## src/core/pdu_regs.svh

```systemverilog
// register offsets, command fields and unit codes of the peripheral dma channel
`ifndef PDU_REGS_SVH
`define PDU_REGS_SVH
`define PDU_RX_CUR_PTR_OFF 12'h100
`define PDU_RX_CUR_CNT_OFF 12'h104
`define PDU_TX_CUR_PTR_OFF 12'h108
`define PDU_TX_CUR_CNT_OFF 12'h10c
`define PDU_RX_NXT_PTR_OFF 12'h110
`define PDU_RX_NXT_CNT_OFF 12'h114
`define PDU_TX_NXT_PTR_OFF 12'h118
`define PDU_TX_NXT_CNT_OFF 12'h11c
`define PDU_XFER_CTRL_OFF 12'h120
`define PDU_XFER_STATE_OFF 12'h124
`define PDU_PTR_RESET 32'h0
`define PDU_CNT_RESET 16'h0
`define PDU_RX_EN_BIT 0
`define PDU_RX_DIS_BIT 1
`define PDU_TX_EN_BIT 8
`define PDU_TX_DIS_BIT 9
`define PDU_UNIT_BYTE 2'h0
`define PDU_UNIT_HALF 2'h1
`define PDU_STEP_BYTE 32'h1
`define PDU_STEP_HALF 32'h2
`define PDU_STEP_WORD 32'h4
`define PDU_CNT_ONE 16'h1
`endif

```

## src/core/pdu_pkg.sv

```systemverilog
// types of the peripheral dma channel
package pdu_pkg;
	typedef enum logic [6:0] {
		PDU_IDLE = 7'h01,
		PDU_REQ = 7'h02,
		PDU_RXRD = 7'h04,
		PDU_MWR = 7'h08,
		PDU_MRD = 7'h10,
		PDU_TXWR = 7'h20,
		PDU_UPD = 7'h40
	} pdu_state_t;
endpackage : pdu_pkg

```

## src/core/pdu_channel.sv

```systemverilog
// peripheral dma channel: pointers, counters, transfer engine and flags
// Operation
// - 32-bit pointers, 16-bit counters, current and next per direction.
// - full duplex programs both parts; half duplex one part at a time.
// - remaining counts readable at any moment, also mid-transfer.
// - pointer advances 1, 2 or 4 bytes per unit size.
// - pointer rewritten mid-transfer: continue from new address.
// - current counter decrements once per unit moved.
// - current and next both zero: stop and raise completion flag.
// - current zero, next nonzero: copy next into current, clear next, resume.
// - zero count halts; nonzero count starts if requests enabled.
// - receive end flag on rx count zero; cleared by nonzero rx count write.
// - receive full flag on both rx zero; cleared by nonzero tx count write.
// - transmit end flag on tx count zero; cleared by nonzero tx count write.
// - transmit empty flag on both tx zero; cleared by nonzero tx count write.
// - rx ready: request bus, read holding data, buffer, write memory.
// - tx ready: request bus, read memory, write holding register.
// - completion flags only go to the peripheral status, no own register.
// - enable set/clear commands; enabled state readable in state register.
// - half duplex: rx and tx names reach the same registers.
// - enable unless disable also written; disable wins; zero bits ignored.
// - half duplex: rx enable drops tx; any disable drops both.
module pdu_channel #(
	parameter int HALF_DUPLEX = 0,
	parameter int ADDR_W = 12
) (
	// clock and reset
	input wire logic clk,
	input wire logic sys_rst,
	// register port
	input wire logic [ADDR_W-1:0] reg_addr,
	input wire logic [31:0] reg_wdata,
	input wire logic reg_wr,
	input wire logic reg_rd,
	output logic [31:0] reg_rdata,
	// peripheral side
	input wire logic rx_ready,
	input wire logic [31:0] rx_hold_data,
	output logic rx_hold_rd,
	input wire logic tx_ready,
	output logic [31:0] tx_hold_data,
	output logic tx_hold_wr,
	input wire logic [1:0] unit_size,
	// flags to the peripheral status register
	output logic receive_end_flag,
	output logic receive_buffer_full_flag,
	output logic transmit_end_flag,
	output logic transmit_buffer_empty_flag,
	// memory side through the bus matrix
	output logic bus_req,
	input wire logic bus_grant,
	output logic [31:0] mem_addr,
	output logic [1:0] mem_size,
	output logic mem_wr,
	output logic [31:0] mem_wdata,
	output logic mem_rd,
	input wire logic [31:0] mem_rdata,
	input wire logic mem_ack
);
`include "pdu_regs.svh"

	localparam int NCH = (HALF_DUPLEX != 0) ? 1 : 2;
	localparam int TXI = (HALF_DUPLEX != 0) ? 0 : 1;

	if (ADDR_W < 9 || ADDR_W > 32) begin : g_chk_addr
		$error("pdu_channel: ADDR_W must lie in 9..32");
	end
	if (HALF_DUPLEX != 0 && HALF_DUPLEX != 1) begin : g_chk_half
		$error("pdu_channel: HALF_DUPLEX must be 0 or 1");
	end

	////////////////////////////////////////////////////////////////////////////////
	// storage: index 0 receive, index 1 transmit; half duplex shares index 0

	logic [31:0] cur_ptr [NCH];
	logic [15:0] cur_cnt [NCH];
	logic [31:0] nxt_ptr [NCH];
	logic [15:0] nxt_cnt [NCH];
	logic rx_en;
	logic tx_en;
	logic dir_tx;
	pdu_pkg::pdu_state_t state;
	pdu_pkg::pdu_state_t next_state;

	wire [11:0] a = 12'(reg_addr);
	wire hit_rcp = a == `PDU_RX_CUR_PTR_OFF;
	wire hit_rcc = a == `PDU_RX_CUR_CNT_OFF;
	wire hit_tcp = a == `PDU_TX_CUR_PTR_OFF;
	wire hit_tcc = a == `PDU_TX_CUR_CNT_OFF;
	wire hit_rnp = a == `PDU_RX_NXT_PTR_OFF;
	wire hit_rnc = a == `PDU_RX_NXT_CNT_OFF;
	wire hit_tnp = a == `PDU_TX_NXT_PTR_OFF;
	wire hit_tnc = a == `PDU_TX_NXT_CNT_OFF;
	wire hit_ctl = a == `PDU_XFER_CTRL_OFF;
	wire hit_sts = a == `PDU_XFER_STATE_OFF;

	wire wr_nz = reg_wr && reg_wdata[15:0] != 16'h0;
	wire nz_rx_cnt = wr_nz && (hit_rcc || hit_rnc);
	wire nz_tx_cnt = wr_nz && (hit_tcc || hit_tnc);

	// one channel index per direction; half duplex folds both onto 0
	wire sel = dir_tx && (HALF_DUPLEX == 0);
	wire [15:0] cnt_sel = cur_cnt[sel];
	wire [15:0] nxt_sel = nxt_cnt[sel];
	wire upd = state == pdu_pkg::PDU_UPD;
	wire last_unit = upd && cnt_sel == `PDU_CNT_ONE;
	wire buf_done = last_unit && nxt_sel == 16'h0;

	wire [31:0] step = (unit_size == `PDU_UNIT_BYTE) ? `PDU_STEP_BYTE :
		(unit_size == `PDU_UNIT_HALF) ? `PDU_STEP_HALF : `PDU_STEP_WORD;

	////////////////////////////////////////////////////////////////////////////////
	// pointer and counter registers

	for (genvar i = 0; i < NCH; i++) begin : g_ch
		wire is_rx = i == 0;
		wire is_tx = i == TXI;
		wire w_cp = reg_wr && ((hit_rcp && is_rx) || (hit_tcp && is_tx));
		wire w_cc = reg_wr && ((hit_rcc && is_rx) || (hit_tcc && is_tx));
		wire w_np = reg_wr && ((hit_rnp && is_rx) || (hit_tnp && is_tx));
		wire w_nc = reg_wr && ((hit_rnc && is_rx) || (hit_tnc && is_tx));
		wire my_upd = upd && (32'(sel) == i);
		wire reload = my_upd && cur_cnt[i] == `PDU_CNT_ONE && nxt_cnt[i] != 16'h0;

		always_ff @(posedge clk) begin
			if (sys_rst) begin
				cur_ptr[i] <= `PDU_PTR_RESET;
				cur_cnt[i] <= `PDU_CNT_RESET;
				nxt_ptr[i] <= `PDU_PTR_RESET;
				nxt_cnt[i] <= `PDU_CNT_RESET;
			end else begin
				if (reload) begin
					cur_ptr[i] <= nxt_ptr[i];
					cur_cnt[i] <= nxt_cnt[i];
					nxt_ptr[i] <= `PDU_PTR_RESET;
					nxt_cnt[i] <= `PDU_CNT_RESET;
				end else if (my_upd) begin
					cur_ptr[i] <= cur_ptr[i] + step;
					cur_cnt[i] <= cur_cnt[i] - `PDU_CNT_ONE;
				end
				// software wins over the engine, so a new address is taken at once
				if (w_cp) begin
					cur_ptr[i] <= reg_wdata;
				end
				if (w_cc) begin
					cur_cnt[i] <= reg_wdata[15:0];
				end
				if (w_np) begin
					nxt_ptr[i] <= reg_wdata;
				end
				if (w_nc) begin
					nxt_cnt[i] <= reg_wdata[15:0];
				end
			end
		end
	end

	////////////////////////////////////////////////////////////////////////////////
	// request enables

	wire c_rx_en = reg_wr && hit_ctl && reg_wdata[`PDU_RX_EN_BIT];
	wire c_rx_dis = reg_wr && hit_ctl && reg_wdata[`PDU_RX_DIS_BIT];
	wire c_tx_en = reg_wr && hit_ctl && reg_wdata[`PDU_TX_EN_BIT];
	wire c_tx_dis = reg_wr && hit_ctl && reg_wdata[`PDU_TX_DIS_BIT];
	wire any_dis = c_rx_dis || c_tx_dis;
	wire next_rx_en = (HALF_DUPLEX != 0) ?
		(any_dis ? 1'b0 : (c_rx_en ? 1'b1 : rx_en)) :
		(c_rx_dis ? 1'b0 : (c_rx_en ? 1'b1 : rx_en));
	wire next_tx_en = (HALF_DUPLEX != 0) ?
		(any_dis || c_rx_en ? 1'b0 : (c_tx_en ? 1'b1 : tx_en)) :
		(c_tx_dis ? 1'b0 : (c_tx_en ? 1'b1 : tx_en));

	always_ff @(posedge clk) begin
		if (sys_rst) begin
			rx_en <= 1'b0;
			tx_en <= 1'b0;
		end else begin
			rx_en <= next_rx_en;
			tx_en <= next_tx_en;
		end
	end

	////////////////////////////////////////////////////////////////////////////////
	// transfer engine

	// a zero count blocks the start, so writing zero halts that direction
	wire rx_go = rx_en && rx_ready && cur_cnt[0] != 16'h0;
	wire tx_go = tx_en && tx_ready && cur_cnt[TXI] != 16'h0;

	always_comb begin
		next_state = state;
		case (state)
			pdu_pkg::PDU_IDLE: begin
				if (rx_go || tx_go) begin
					next_state = pdu_pkg::PDU_REQ;
				end
			end
			pdu_pkg::PDU_REQ: begin
				if (bus_grant) begin
					next_state = dir_tx ? pdu_pkg::PDU_MRD : pdu_pkg::PDU_RXRD;
				end
			end
			pdu_pkg::PDU_RXRD: next_state = pdu_pkg::PDU_MWR;
			pdu_pkg::PDU_MWR: begin
				if (mem_ack) begin
					next_state = pdu_pkg::PDU_UPD;
				end
			end
			pdu_pkg::PDU_MRD: begin
				if (mem_ack) begin
					next_state = pdu_pkg::PDU_TXWR;
				end
			end
			pdu_pkg::PDU_TXWR: next_state = pdu_pkg::PDU_UPD;
			pdu_pkg::PDU_UPD: next_state = pdu_pkg::PDU_IDLE;
			default: next_state = pdu_pkg::PDU_IDLE;
		endcase
	end

	wire next_busy = next_state != pdu_pkg::PDU_IDLE && next_state != pdu_pkg::PDU_UPD;

	always_ff @(posedge clk) begin
		if (sys_rst) begin
			state <= pdu_pkg::PDU_IDLE;
			dir_tx <= 1'b0;
			bus_req <= 1'b0;
			rx_hold_rd <= 1'b0;
			tx_hold_wr <= 1'b0;
			mem_wr <= 1'b0;
			mem_rd <= 1'b0;
		end else begin
			state <= next_state;
			if (state == pdu_pkg::PDU_IDLE) begin
				dir_tx <= !rx_go; // receive first when both are ready
			end
			bus_req <= next_busy;
			rx_hold_rd <= next_state == pdu_pkg::PDU_RXRD;
			tx_hold_wr <= next_state == pdu_pkg::PDU_TXWR;
			mem_wr <= next_state == pdu_pkg::PDU_MWR;
			mem_rd <= next_state == pdu_pkg::PDU_MRD;
		end
	end

	// data path: the write data register is the receive buffer itself
	always_ff @(posedge clk) begin
		if (sys_rst) begin
			mem_addr <= 32'h0;
			mem_size <= 2'h0;
			mem_wdata <= 32'h0;
			tx_hold_data <= 32'h0;
		end else begin
			mem_addr <= cur_ptr[sel];
			mem_size <= unit_size;
			if (state == pdu_pkg::PDU_RXRD) begin
				mem_wdata <= rx_hold_data;
			end
			if (state == pdu_pkg::PDU_MRD && mem_ack) begin
				tx_hold_data <= mem_rdata;
			end
		end
	end

	////////////////////////////////////////////////////////////////////////////////
	// completion flags, wired only toward the peripheral status register

	always_ff @(posedge clk) begin
		if (sys_rst) begin
			receive_end_flag <= 1'b0;
			receive_buffer_full_flag <= 1'b0;
			transmit_end_flag <= 1'b0;
			transmit_buffer_empty_flag <= 1'b0;
		end else begin
			// a set in the clearing cycle is kept
			receive_end_flag <= (last_unit && !dir_tx) || (receive_end_flag && !nz_rx_cnt);
			receive_buffer_full_flag <= (buf_done && !dir_tx) ||
				(receive_buffer_full_flag && !nz_tx_cnt);
			transmit_end_flag <= (last_unit && dir_tx) || (transmit_end_flag && !nz_tx_cnt);
			transmit_buffer_empty_flag <= (buf_done && dir_tx) ||
				(transmit_buffer_empty_flag && !nz_tx_cnt);
		end
	end

	////////////////////////////////////////////////////////////////////////////////
	// register read, data one cycle after the strobe

	logic [31:0] rd_val;
	always_comb begin
		if (hit_rcp) begin
			rd_val = cur_ptr[0];
		end else if (hit_rcc) begin
			rd_val = {16'h0, cur_cnt[0]};
		end else if (hit_tcp) begin
			rd_val = cur_ptr[TXI];
		end else if (hit_tcc) begin
			rd_val = {16'h0, cur_cnt[TXI]};
		end else if (hit_rnp) begin
			rd_val = nxt_ptr[0];
		end else if (hit_rnc) begin
			rd_val = {16'h0, nxt_cnt[0]};
		end else if (hit_tnp) begin
			rd_val = nxt_ptr[TXI];
		end else if (hit_tnc) begin
			rd_val = {16'h0, nxt_cnt[TXI]};
		end else if (hit_sts) begin
			rd_val = {23'h0, tx_en, 7'h0, rx_en};
		end else begin
			rd_val = 32'h0;
		end
	end

	always_ff @(posedge clk) begin
		if (sys_rst) begin
			reg_rdata <= 32'h0;
		end else begin
			reg_rdata <= reg_rd ? rd_val : 32'h0;
		end
	end

	wire upd_rx_mid = upd && !dir_tx && cur_cnt[0] > `PDU_CNT_ONE && !reg_wr;
endmodule : pdu_channel

```

## config.mk

```make
export PLATFORM = sky130hd
export DESIGN_NAME = pdu_channel
export DESIGN_NICKNAME = d
export VERILOG_FILES = /design/src/core/pdu_pkg.sv /design/src/core/pdu_channel.sv
export VERILOG_INCLUDE_DIRS = /design/src /design/src/core
export SDC_FILE = /design/constraint.sdc
export NUM_CORES = 1
export LEC_CHECK = 0
export ABC_AREA = 0
export BUFFER_PORTS_ARGS = -buffer_cell sky130_fd_sc_hd__buf_4
export CORE_ASPECT_RATIO = 2
export CORE_UTILIZATION = 30
export DETAILED_ROUTE_END_ITERATION = 16
export PLACE_DENSITY = 0.59
export REMOVE_ABC_BUFFERS = 1
export SYNTH_ARGS = -nofsm -noshare
export SYNTH_HDL_FRONTEND = slang
export SYNTH_SLANG_ARGS = --single-unit
export TNS_END_PERCENT = 5
```

## constraint.sdc

```tcl
create_clock -name clk -period 4.9 [get_ports clk]
set_input_delay 1.225 -clock clk [delete_from_list [all_inputs] [get_ports clk]]
set_output_delay 1.225 -clock clk [all_outputs]
set_load 0.01 [all_outputs]
```

Word level (Yosys, flattened, before mapping)
Memory sizes are Yosys's and may differ from the RTL's. A register that Yosys moved wholly into a read port is not among the register bits. Index checks and enable logic that the tools add are counted.

$add $sub $neg: 4. Multipliers: 0. Divide/modulo/power cells: 0. Magnitude comparators: 0. Equal/unequal tests: 27. Shift-type cells: 0. Mux-type cells: 81. Bitwise logic cells: 22. Reduce and logical (&&, ||, !) cells: 59.

Operators with widths (count): $mux W32 (17); $mux W16 (11); $eq A12 B9 Y1 const B (10); $reduce_bool A16 Y1 (5); $add A32 B3 Y32 (2); $eq A16 B1 Y1 const B (3); $mux W1 (44); $pmux W7 S6 (1); $logic_and A1 B1 Y1 (38); $sub A16 B1 Y16 const B (2); $mux W7 (4); $or A1 B1 Y1 (20); $logic_not A16 Y1 (1); $eq A7 B3 Y1 const B (2); $eq A7 B4 Y1 const B (2); $eq A7 B5 Y1 const B (2); $eq A7 B6 Y1 const B (2); $mux W9 (1); $eq A7 B1 Y1 const B (1); $eq A7 B2 Y1 const B (1); $eq A7 B7 Y1 const B (1); $logic_or A1 B1 Y1 (7); $ne A7 B1 Y1 const B (1); $ne A7 B7 Y1 const B (1); 7 further kinds (14).

Register bits after elaboration: 117. Bits in latches: 0. Memory bits (writable): 192. ROM bits: 0. Bits of input ports: 118. Output and inout port bits: 139. Word-level logic and storage cells: 214. Memories kept: 4.

Memory list: cur_ptr (words 2, width 32, rd ports 3, clocked after Yosys merged registers in 1, write ports 2, RTL line pdu_channel.sv:75) `logic [31:0] cur_ptr [NCH];`; nxt_ptr (words 2, width 32, rd ports 2, clocked after Yosys merged registers in 0, write ports 2, RTL line pdu_channel.sv:77) `logic [31:0] nxt_ptr [NCH];`; cur_cnt (words 2, width 16, rd ports 3, clocked after Yosys merged registers in 1, write ports 2, RTL line pdu_channel.sv:76) `logic [15:0] cur_cnt [NCH];`; nxt_cnt (words 2, width 16, rd ports 3, clocked after Yosys merged registers in 1, write ports 2, RTL line pdu_channel.sv:78) `logic [15:0] nxt_cnt [NCH];`.

Logic depth before layout (Yosys ltp)
Gate-level depths: netlist of the first run.

Depth after elaboration: 10. Gate-level depth with buffers: 10.

Least setup slack after synthesis of the first run
No wires, ideal clock.

Kind: input port to flip-flop. Start point: input reg_addr[11]. End point: memory nxt_ptr[1][0] (enable). Data arrival time: 3.487 ns. Data required time: 4.506 ns. Path slack: 1.018 ns. Stages on the path: 8. Cell sequence: nor4_2 > and2_1 > clkbuf_1 > nand2_1 > nor2_2 > clkbuf_1 > nand2_1 > nand3_1.

RTL lines: start: declaration (RTL line pdu_channel.sv:31) `input wire logic [ADDR_W-1:0] reg_addr,`; end: declaration (RTL line pdu_channel.sv:77).

==> impl_metrics.csv, run 1 <==
group,metric,value,unit
route,drt-pass1-iter-count,6,
die,rows,123,
sta,rsz0062_at_grt,"no",
clocking,cts_root_buf,"clkbuf_16",
sta,worst_pin_slew,1150,ps
synth,ys_seq_area_share,50.9,%
layout,final_core_util,37.2,%
power,combPwrFrac,7.2,%
place,port_buffers,256,
die,die_h,341,µm
sta,hold_viol,0,
synth,ys_types,78,
run_status,status,"complete, no violations",
sta,period_share,75.4,%
worst_setup_path,cpPeakStageDelay,950,ps
route,vias,15700,
route,ant_nets,0,
synth,synthFlopType,"edfxtp_1",
layout,layout.cells.non_filler,2763,
sta,setup_slack,1200,ps
place,dp.cells,2701,
sta,setup-violations-final,0,
power,clockPowerShare,42.1,%
sta,hold-worst-slack,451,ps
synth,yosysWarnings,0,
layout,syn_to_final_growth,22.1,%
worst_setup_path,critPathArrivalTime,4090,ps
global_routing,grt_usage,23.6,%
global_routing,antenna_found_initial,0,
worst_setup_path,worstSetupStartpointType,"flop",
power,p_int,4.76,mW
die,ios,257,
synth,netlist_instances,1783,
place,pre_cts_ws,890,ps
clocking,cts.sinks,342,
clocking,clockBufferDepth,3,
worst_setup_path,end_kind,"flop",
route,vias_per_cell,5.67,
die,die_w,171,µm
clocking,cts_tree,"built",
power,p_sw_share,25.5,%
clocking,holdBufCountCts,0,
power,p_per_area,304,mW/mm²
power,p_leak,7.94,nW
worst_hold_path,min_path_type,"reg2reg",
route,drt-initial-drc-count,1518,
worst_setup_path,crit_family,"simple AND/OR/NAND/NOR gates",
route,drc,0,
synth,synth-edff-count,192,
worst_setup_path,critPathCapture,"cur_ptr[0][0]",
clocking,post_cts_buffers,0,
global_routing,grt_pass1_vias,15700,
worst_hold_path,holdPathStages,2,
power,p_total,6.39,mW
die,initial_core_util,30.5,%
die,die_area,0.0584,mm²
clocking,path_clk_slew,60,ps
power,p_switching,1.63,mW
worst_setup_path,cp_data_required_time,5290,ps
worst_setup_path,critical_path_depth,7,
global_routing,grt-ovfl-total,0,
worst_setup_path,rr_worst_depth,7,
sta,min_period,3700,ps
worst_setup_path,crit-reg2reg-launch,"nxt_cnt[0][12]",
worst_setup_path,regToRegSetupSlack,1200,ps
worst_setup_path,worstReg2RegEnd,"cur_ptr[0][0]",
route,wl_per_cell,25.5,µm
global_routing,grt_max_degree,76,
worst_setup_path,crit_start,"nxt_cnt[0][12]",
die,core_area,0.0565,mm²
synth,yosys_register_bits,342,
synth,synth_area,0.0172,mm²
worst_hold_path,hp-start,"tx_hold_data[10]",
worst_setup_path,worst-path-max-fanout,18,
clocking,cts_resized,0,
sta,max_freq,0.271,GHz
layout,final_nets,2117,
sta,fin_skew,24.4,ps
worst_setup_path,slowest_stage,"nor4_1",
flow_run,max-cap-violations,0,
worst_setup_path,critPathKind,"reg2reg",
synth,synth_area_per_cell,9.66,µm²
power,seqPwrFrac,50.7,%
global_routing,grt_pass1_wl,100000,µm
layout,fillers,5714,
clocking,numCtsBuffers,34,
place,gp_congestion,1.01,
sta,slew_violations,0,
place,detailed_place_hpwl,51200,µm
clocking,clk_latency,570,ps
synth,synthArstFlopShare,0,%
clocking,cts-htree-levels,2,
worst_setup_path,cp_num_buf_inv,1,
worst_setup_path,crit_chain,"nor4_1 -> nand4_1 -> nand4_4 -> nor2b_4 -> buf_4 -> a22oi_1 -> o21ai_0",
layout,drive_above_1_share,20.7,%
sta,slew_headroom,23.5,%
route,finalWirelength,70300,µm
power,peakVddDrop,0.189,mV
==> cells in the final DEF, fill, tap and decap left out, types with 8 or more instances in the layout <==
master     instances
o221ai_1          23
a221oi_2          14
o211ai_1           8
and2_1            34
nand3_1           37
nand2_1          263
and3_1            79
xnor2_1           45
nor4_1            29
edfxtp_1         192
nor2b_1           12
a22oi_1           62
and4_1             8
o22ai_1           21
clkbuf_16         34
buf_4            302
nor3_1            27
o41ai_1           13
xor2_1            36
ha_1              10
o21ai_0           87
mux2i_1           48
inv_1             12
or3_1             17
dfxtp_1          149
nand4_1           25
a21oi_1          122
nand2b_1          10
clkinv_2           8
a22o_1             8
nor2_1           144
==> cells by family after synthesis <==
group           after synthesis  synth area share, %
flops                       342                 50.9
xor+xnor                     81                 4.12
mux                          57                 3.51
buf+inv                     148                 3.52
simple gates                732                 21.2
compound gates              410                 15.8
fa+ha+maj                    13                 1.02
==> stage by stage <==
stage               cell area [µm²]  setup TNS, ps
finish                        21000              0
floorplan                     16700         -15290
detailed placement            19900              0
global placement              19900              0
CTS                           21000              0
global route                  21000              0
==> how the worst min path moves through the flow <==
stage,to
finish,tx_hold_data[10]
global route,tx_hold_data[13]
CTS,tx_hold_data[30]
detailed placement,mem_wdata[22]
global placement,mem_wdata[21]
floorplan,mem_wdata[0]
==> layout make-up <==
| cell class | instances | area (µm²) | area share [%] |
|---|---|---|---|
| Tap cell | 750 | 938 | 4.46 |
| Antenna cell | 1 | 2.50 | 0.0119 |
| Clock inverter | 21 | 216 | 1.03 |
| Inverter | 13 | 48.8 | 0.232 |
| Multi-Input combinational cell | 1293 | 7900 | 37.6 |
| Timing Repair Buffer | 303 | 2290 | 10.9 |
| Sequential cell | 342 | 8770 | 41.7 |
| Clock buffer | 40 | 875 | 4.16 |
==> registers in the layout, summed over array words and instances, names as in the netlist, 2 cells and up, named ones only <==
name,flops
mem_size,2
state,7
mem_wdata,32
nxt_cnt,32
reg_rdata,32
cur_cnt,32
tx_hold_data,32
cur_ptr,64
mem_addr,32
nxt_ptr,64
==> synthesized netlist by cell type (4+ instances only) <==
library cell	n	area share, %
nand3_1	38	1.1
nor3_1	30	0.87
nor2_1	147	3.2
xor2_1	36	1.8
o211ai_1	8	0.35
nand2b_1	10	0.36
or2_2	4	0.15
and4_1	8	0.41
a2bb2oi_1	4	0.20
a221oi_1	6	0.31
nor4_2	4	0.29
nor2b_1	13	0.47
buf_2	13	0.38
clkbuf_1	104	2.3
a22oi_1	62	2.7
o31ai_1	5	0.22
nor4_1	29	1.1
edfxtp_1	192	33
mux2i_1	48	2.8
inv_1	12	0.26
and3_1	79	2.9
a22o_1	8	0.41
o22ai_1	21	0.76
a211oi_1	7	0.31
o41ai_1	13	0.66
or3_1	17	0.62
a21oi_1	123	3.6
xnor2_1	45	2.3
or4_1	4	0.17
o221ai_1	23	1.2
ha_1	10	0.73
a221oi_2	14	1.2
o21ai_0	87	2.5
and2_1	34	1.2
mux2_2	7	0.46
dfxtp_1	150	17
nand4_1	25	0.91
nand2_1	263	5.7
buf_1	12	0.26
==> metal layers <==
layer / vias up / global-route usage (%) / wire length (µm) / share of wire [%]
li1: 6949 / - / - / -
met1: 7405 / 24.0 / 23400 / 33
met2: 1017 / 42.1 / 35300 / 50
met3: 301 / 4.27 / 5690 / 8.1
met4: 0 / 18.4 / 5950 / 8.5
met5: - / 0 / 0 / 0
==> worst reg2reg max path, stage by stage, from the launching register on <==
cell and delay (ps):
edfxtp_1 460, nor4_1 950, nand4_1 370, nand4_4 320, nor2b_4 730, buf_4 390, a22oi_1 120, o21ai_0 190
==> power by group through the flow <==
| stage | combinational (mW) | clock (mW) | sequential, mW |
|---|---|---|---|
| finish | 0.460 | 2.69 | 3.24 |
| global route | 0.489 | 2.84 | 3.25 |
| CTS | 0.456 | 2.74 | 3.24 |
| detailed placement | 0.453 | 0 | 3.30 |
| global placement | 0.451 | 0 | 3.30 |
| floorplan | 0.174 | 0 | 3.26 |
Power figures use the tool's default switching activity.
==> run 2: changes to the inputs <==
--- a/config.mk
+++ b/config.mk
@@ -11,7 +11,7 @@
 export CORE_ASPECT_RATIO = 2
 export CORE_UTILIZATION = 30
 export DETAILED_ROUTE_END_ITERATION = 16
-export PLACE_DENSITY = 0.59
+export PLACE_DENSITY = 0.61
 export REMOVE_ABC_BUFFERS = 1
 export SYNTH_ARGS = -nofsm -noshare
 export SYNTH_HDL_FRONTEND = slang
==> constraint.sdc (replaced) <==
create_clock -name clk -period 3.1 [get_ports clk]
set_input_delay 0.775 -clock clk [delete_from_list [all_inputs] [get_ports clk]]
set_output_delay 0.775 -clock clk [all_outputs]
set_load 0.01 [all_outputs]
==> impl_metrics.csv, run 2 (synthesized netlist as in run 1, its figures left out) <==
group,metric,value,unit
sta,slew_violations,0,
sta,setup-violations-final,0,
worst_setup_path,regToRegSetupSlack,130,ps
clocking,clk_latency,590,ps
layout,reg_top3,"cur_ptr (64), nxt_ptr (64)",
layout,syn_to_final_growth,27.5,%
route,ant_nets,0,
place,detailed_place_hpwl,52400,µm
die,die_h,341,µm
global_routing,grt_usage,23.6,%
worst_setup_path,crit_top_cell,"nand3_2",
clocking,cts_tree,"built",
worst_hold_path,min_path_type,"in2reg",
clocking,numCtsBuffers,36,
route,finalWirelength,70100,µm
sta,slew_headroom,25.2,%
layout,final_core_util,38.9,%
clocking,cts_resized,0,
place,port_buffers,256,
clocking,cts-htree-levels,2,
layout,mostFrequentLayoutCells,"buf_4, nand2_1, edfxtp_1, dfxtp_1, nor2_1",
global_routing,grt-ovfl-total,0,
worst_setup_path,cp_data_required_time,3370,ps
worst_setup_path,worst-path-max-fanout,16,
die,die_w,171,µm
power,peakVddDrop,0.321,mV
die,die_area,0.0584,mm²
route,vias_per_cell,5.61,
sta,max_freq,0.337,GHz
global_routing,grt_max_degree,83,
worst_setup_path,critPathKind,"reg2reg",
route,wl_per_cell,24.5,µm
worst_setup_path,worstSetupStartpointType,"flop",
layout,drive_above_1_share,23.9,%
layout,layout.cells.non_filler,2855,
clocking,path_clk_slew,60,ps
flow_run,max-cap-violations,0,
clocking,holdBufCountCts,0,
place,dp.cells,2790,
layout,postLayoutCellArea,0.0220,mm²
worst_setup_path,critPathArrivalTime,3240,ps
run_status,status,"complete, no violations",
layout,antenna_cells,0,
layout,seqCellArea,0.00877,mm²
route,drt-pass1-iter-count,5,
die,rows,123,
sta,worst_pin_slew,1120,ps
route,vias,16000,
worst_setup_path,crit_chain,"or4_1 -> nor2_1 -> and4_1 -> nand3_2 -> nand3_2 -> buf_12",
worst_setup_path,cpPeakStageDelay,760,ps
sta,min_period,2970,ps
sta,period_share,95.7,%
worst_setup_path,end_kind,"flop",
clocking,post_cts_buffers,0,
sta,setup_tns,0,ps
layout,final_nets,2208,
layout,multi_input_area,0.00791,mm²
route,drc,0,
sta,hold_viol,0,
layout,fillers,5579,
sta,hold-worst-slack,446,ps
global_routing,antenna_found_initial,1,
die,initial_core_util,30.5,%
power,p_leak,8.48,nW
die,core_area,0.0565,mm²
clocking,cts.sinks,342,
clocking,clockBufferDepth,3,
die,ios,257,
route,drt-initial-drc-count,1498,
worst_setup_path,slowest_stage,"or4_1",
global_routing,grt_pass1_wl,101000,µm
layout,final_common_cell,"buf_4",
clocking,cts_root_buf,"clkbuf_16",
place,gp_congestion,0.973,
sta,rsz0062_at_grt,"no",
place,placed_cell_area,0.0208,mm²
sta,fin_skew,33.3,ps
global_routing,grt_pass1_vias,15800,
power,p_per_area,472,mW/mm²
run 2: through the flow:
stage	setup WS [ps]	power, mW
3_5_place_dp	-251	5.99
3_3_place_gp	-172	5.98
2_1_floorplan	-1830	5.42
5_1_grt	71.6	10.6
6_report	132	10.4
4_1_cts	185	10.4
run 2: worst max-delay path: cells and delay by family (launching register included):
kind,cells,cell delay (ps)
and+or+nand+nor,5,1960
DFF,1,490
buffers and inverters,1,190
run 2: layout make-up:
class / count / share of cell area [%]
flip-flops and latches: 342 / 39.9
clock buffers: 50 / 4.55
inverters: 13 / 0.222
repair buffers: 392 / 14.2
well taps: 750 / 4.27
multi-input cells: 1293 / 36.0
clock inverters: 15 / 0.843
run 2: power by group:
group          internal (mW)  switching [mW]
combinational          0.329           0.469
sequential              4.93           0.178
clock                   2.53            1.93
run 2: final timing paths:
check,startpoint,endpoint,cells after the start
max,cur_cnt[1][3],nxt_ptr[1][3],6
min,unit_size[0],mem_size[0],2
max reg2reg,cur_cnt[1][3],nxt_ptr[1][3],6
min reg2reg,mem_wdata[8],mem_wdata[8],2
run 2: layer usage:
layer | vias up | GRT usage (%) | routed length (µm)
li1 | 7134 | - | -
met1 | 7571 | 23.9 | 23400
met2 | 1001 | 42.0 | 35300
met3 | 321 | 3.42 | 4890
met4 | 2 | 19.7 | 6400
met5 | - | 0 | 13
==> run 3: changes to the inputs <==
--- a/config.mk
+++ b/config.mk
@@ -9,9 +9,9 @@
 export ABC_AREA = 0
 export BUFFER_PORTS_ARGS = -buffer_cell sky130_fd_sc_hd__buf_4
 export CORE_ASPECT_RATIO = 2
-export CORE_UTILIZATION = 30
+export CORE_UTILIZATION = 50
 export DETAILED_ROUTE_END_ITERATION = 16
-export PLACE_DENSITY = 0.61
+export PLACE_DENSITY = 0.86
 export REMOVE_ABC_BUFFERS = 1
 export SYNTH_ARGS = -nofsm -noshare
 export SYNTH_HDL_FRONTEND = slang
==> impl_metrics.csv, run 3 (synthesized netlist as in run 1, its figures left out) <==
group,metric,value,unit
run_status,status,"complete, no violations",
route,top_layer,"met4",
clocking,cts_tree,"built",
clocking,post_cts_buffers,0,
die,initial_core_util,51.0,%
route,ant_nets,0,
layout,fillers,2716,
route,drt-pass1-iter-count,6,
layout,multi_input_area,0.00789,mm²
global_routing,antenna_found_initial,1,
power,peakVddDrop,0.517,mV
worst_setup_path,cp_data_required_time,3480,ps
die,rows,95,
route,vias,16500,
clocking,numCtsBuffers,30,
sta,hold_viol,0,
layout,reg_top3,"cur_ptr (64), nxt_ptr (64)",
place,port_buffers,256,
global_routing,grt_pass1_vias,16500,
sta,fin_skew,28.2,ps
global_routing,grt_pass1_wl,98600,µm
sta,worst_pin_slew,1110,ps
sta,max_freq,0.338,GHz
flow_run,max-cap-violations,0,
clocking,holdBufCountCts,0,
route,met2_length,33300,µm
sta,setup-violations-final,0,
worst_setup_path,critical_path_depth,8,
worst_setup_path,worst-path-max-fanout,17,
worst_setup_path,cp_num_buf_inv,2,
worst_setup_path,slowest_stage,"or4_4",
die,ios,257,
worst_setup_path,worstSetupStartpointType,"flop",
sta,rsz0062_at_grt,"no",
route,vias_per_cell,6.53,
global_routing,grt_max_degree,58,
worst_hold_path,holdPathStages,3,
sta,setup_tns,0,ps
die,die_w,133,µm
clocking,cts_resized,0,
route,drt-initial-drc-count,1735,
place,gp_congestion,0.993,
worst_setup_path,crit_family,"simple AND/OR/NAND/NOR gates",
worst_setup_path,critPathKind,"reg2reg",
clocking,cts-htree-levels,1,
worst_setup_path,rr_worst_depth,8,
place,detailed_place_hpwl,48000,µm
global_routing,grt-ovfl-total,0,
worst_setup_path,critPathArrivalTime,3340,ps
route,drc,0,
sta,min_period,2960,ps
worst_setup_path,cpPeakStageDelay,620,ps
layout,drive_above_1_share,23.0,%
worst_setup_path,end_kind,"flop",
layout,mostFrequentLayoutCells,"buf_4, nand2_1, edfxtp_1, dfxtp_1, nor2_1",
power,p_leak,8.34,nW
layout,final_nets,2187,
global_routing,grt_usage,37.6,%
sta,slew_violations,0,
sta,period_share,95.5,%
clocking,clk_latency,600,ps
route,wl_per_cell,26.5,µm
power,p_per_area,469,mW/mm²
worst_setup_path,crit_chain,"or4_4 -> nor4_4 -> buf_4 -> nand4_4 -> nor2_4 -> buf_12 -> a2bb2oi_1 -> o21ai_0",
die,die_area,0.0352,mm²
route,wl_met1,20500,µm
clocking,cts.sinks,342,
clocking,clockBufferDepth,3,
route,finalWirelength,66700,µm
die,core_area,0.0338,mm²
sta,slew_headroom,26.2,%
route,route.met3.wl,6340,µm
die,die_h,264,µm
layout,final_common_cell,"buf_4",
worst_hold_path,min_path_type,"in2reg",
clocking,path_clk_slew,70,ps
layout,seqCellArea,0.00877,mm²
clocking,cts_root_buf,"clkbuf_16",
layout,syn_to_final_growth,24.0,%
sta,hold-worst-slack,424,ps
==> run 3: cell count changes in the layout (fill, tap and decap cells not counted), moves of 3 or more <==
| cell | before | now |
|---|---|---|
| clkinv_2 | 4 | 0 |
| clkinv_8 | 3 | 0 |
| buf_4 | 378 | 361 |
| clkbuf_16 | 36 | 33 |
==> run 3: metal layers <==
metal	vias to the layer above	GRT usage, %
li1	7094	-
met1	7697	38.1
met2	1265	66.2
met3	397	6.58
met4	0	31.9
met5	-	0
==> run 3: metrics by stage <==
step	setup slack (ps)	utilization, %	power (mW)	std cells	instance area, µm²
2_1_floorplan	-1830	-	5.42	1648	16700
3_3_place_gp	-130	60.0	5.93	2460	20300
3_5_place_dp	-148	60.0	5.95	2460	20300
4_1_cts	229	63.2	10.0	2515	21300
5_1_grt	83.8	63.3	10.2	2516	21400
6_report	140	63.3	10.0	2518	21400
==> run 3: power by group <==
| group | switching, mW | internal (mW) |
|---|---|---|
| sequential | 0.180 | 4.93 |
| clock | 1.75 | 2.40 |
| combinational | 0.456 | 0.318 |
| total | 2.38 | 7.65 |
==> run 3: final cells by class <==
cell class	count	area share (%)
multi-input cells	1293	36.9
diodes	2	0.0234
clock inverters	14	0.961
clock buffers	41	4.10
repair buffers	377	14.2
flip-flops and latches	342	41.1
inverters	13	0.228
well taps	436	2.55
==> run 3: final timing paths <==
check	startpoint	to	slack, ps
setup / recovery	cur_cnt[0][9]	cur_cnt[0][1]	140
hold / removal	rx_hold_data[18]	mem_wdata[18]	420
hold reg to reg	mem_wdata[21]	mem_wdata[21]	460
setup reg to reg	cur_cnt[0][9]	cur_cnt[0][1]	140
==> run 3: worst min-delay path: stages <==
cell	delay [ps]
buf_4	100
nand2_1	40
a21oi_1	50
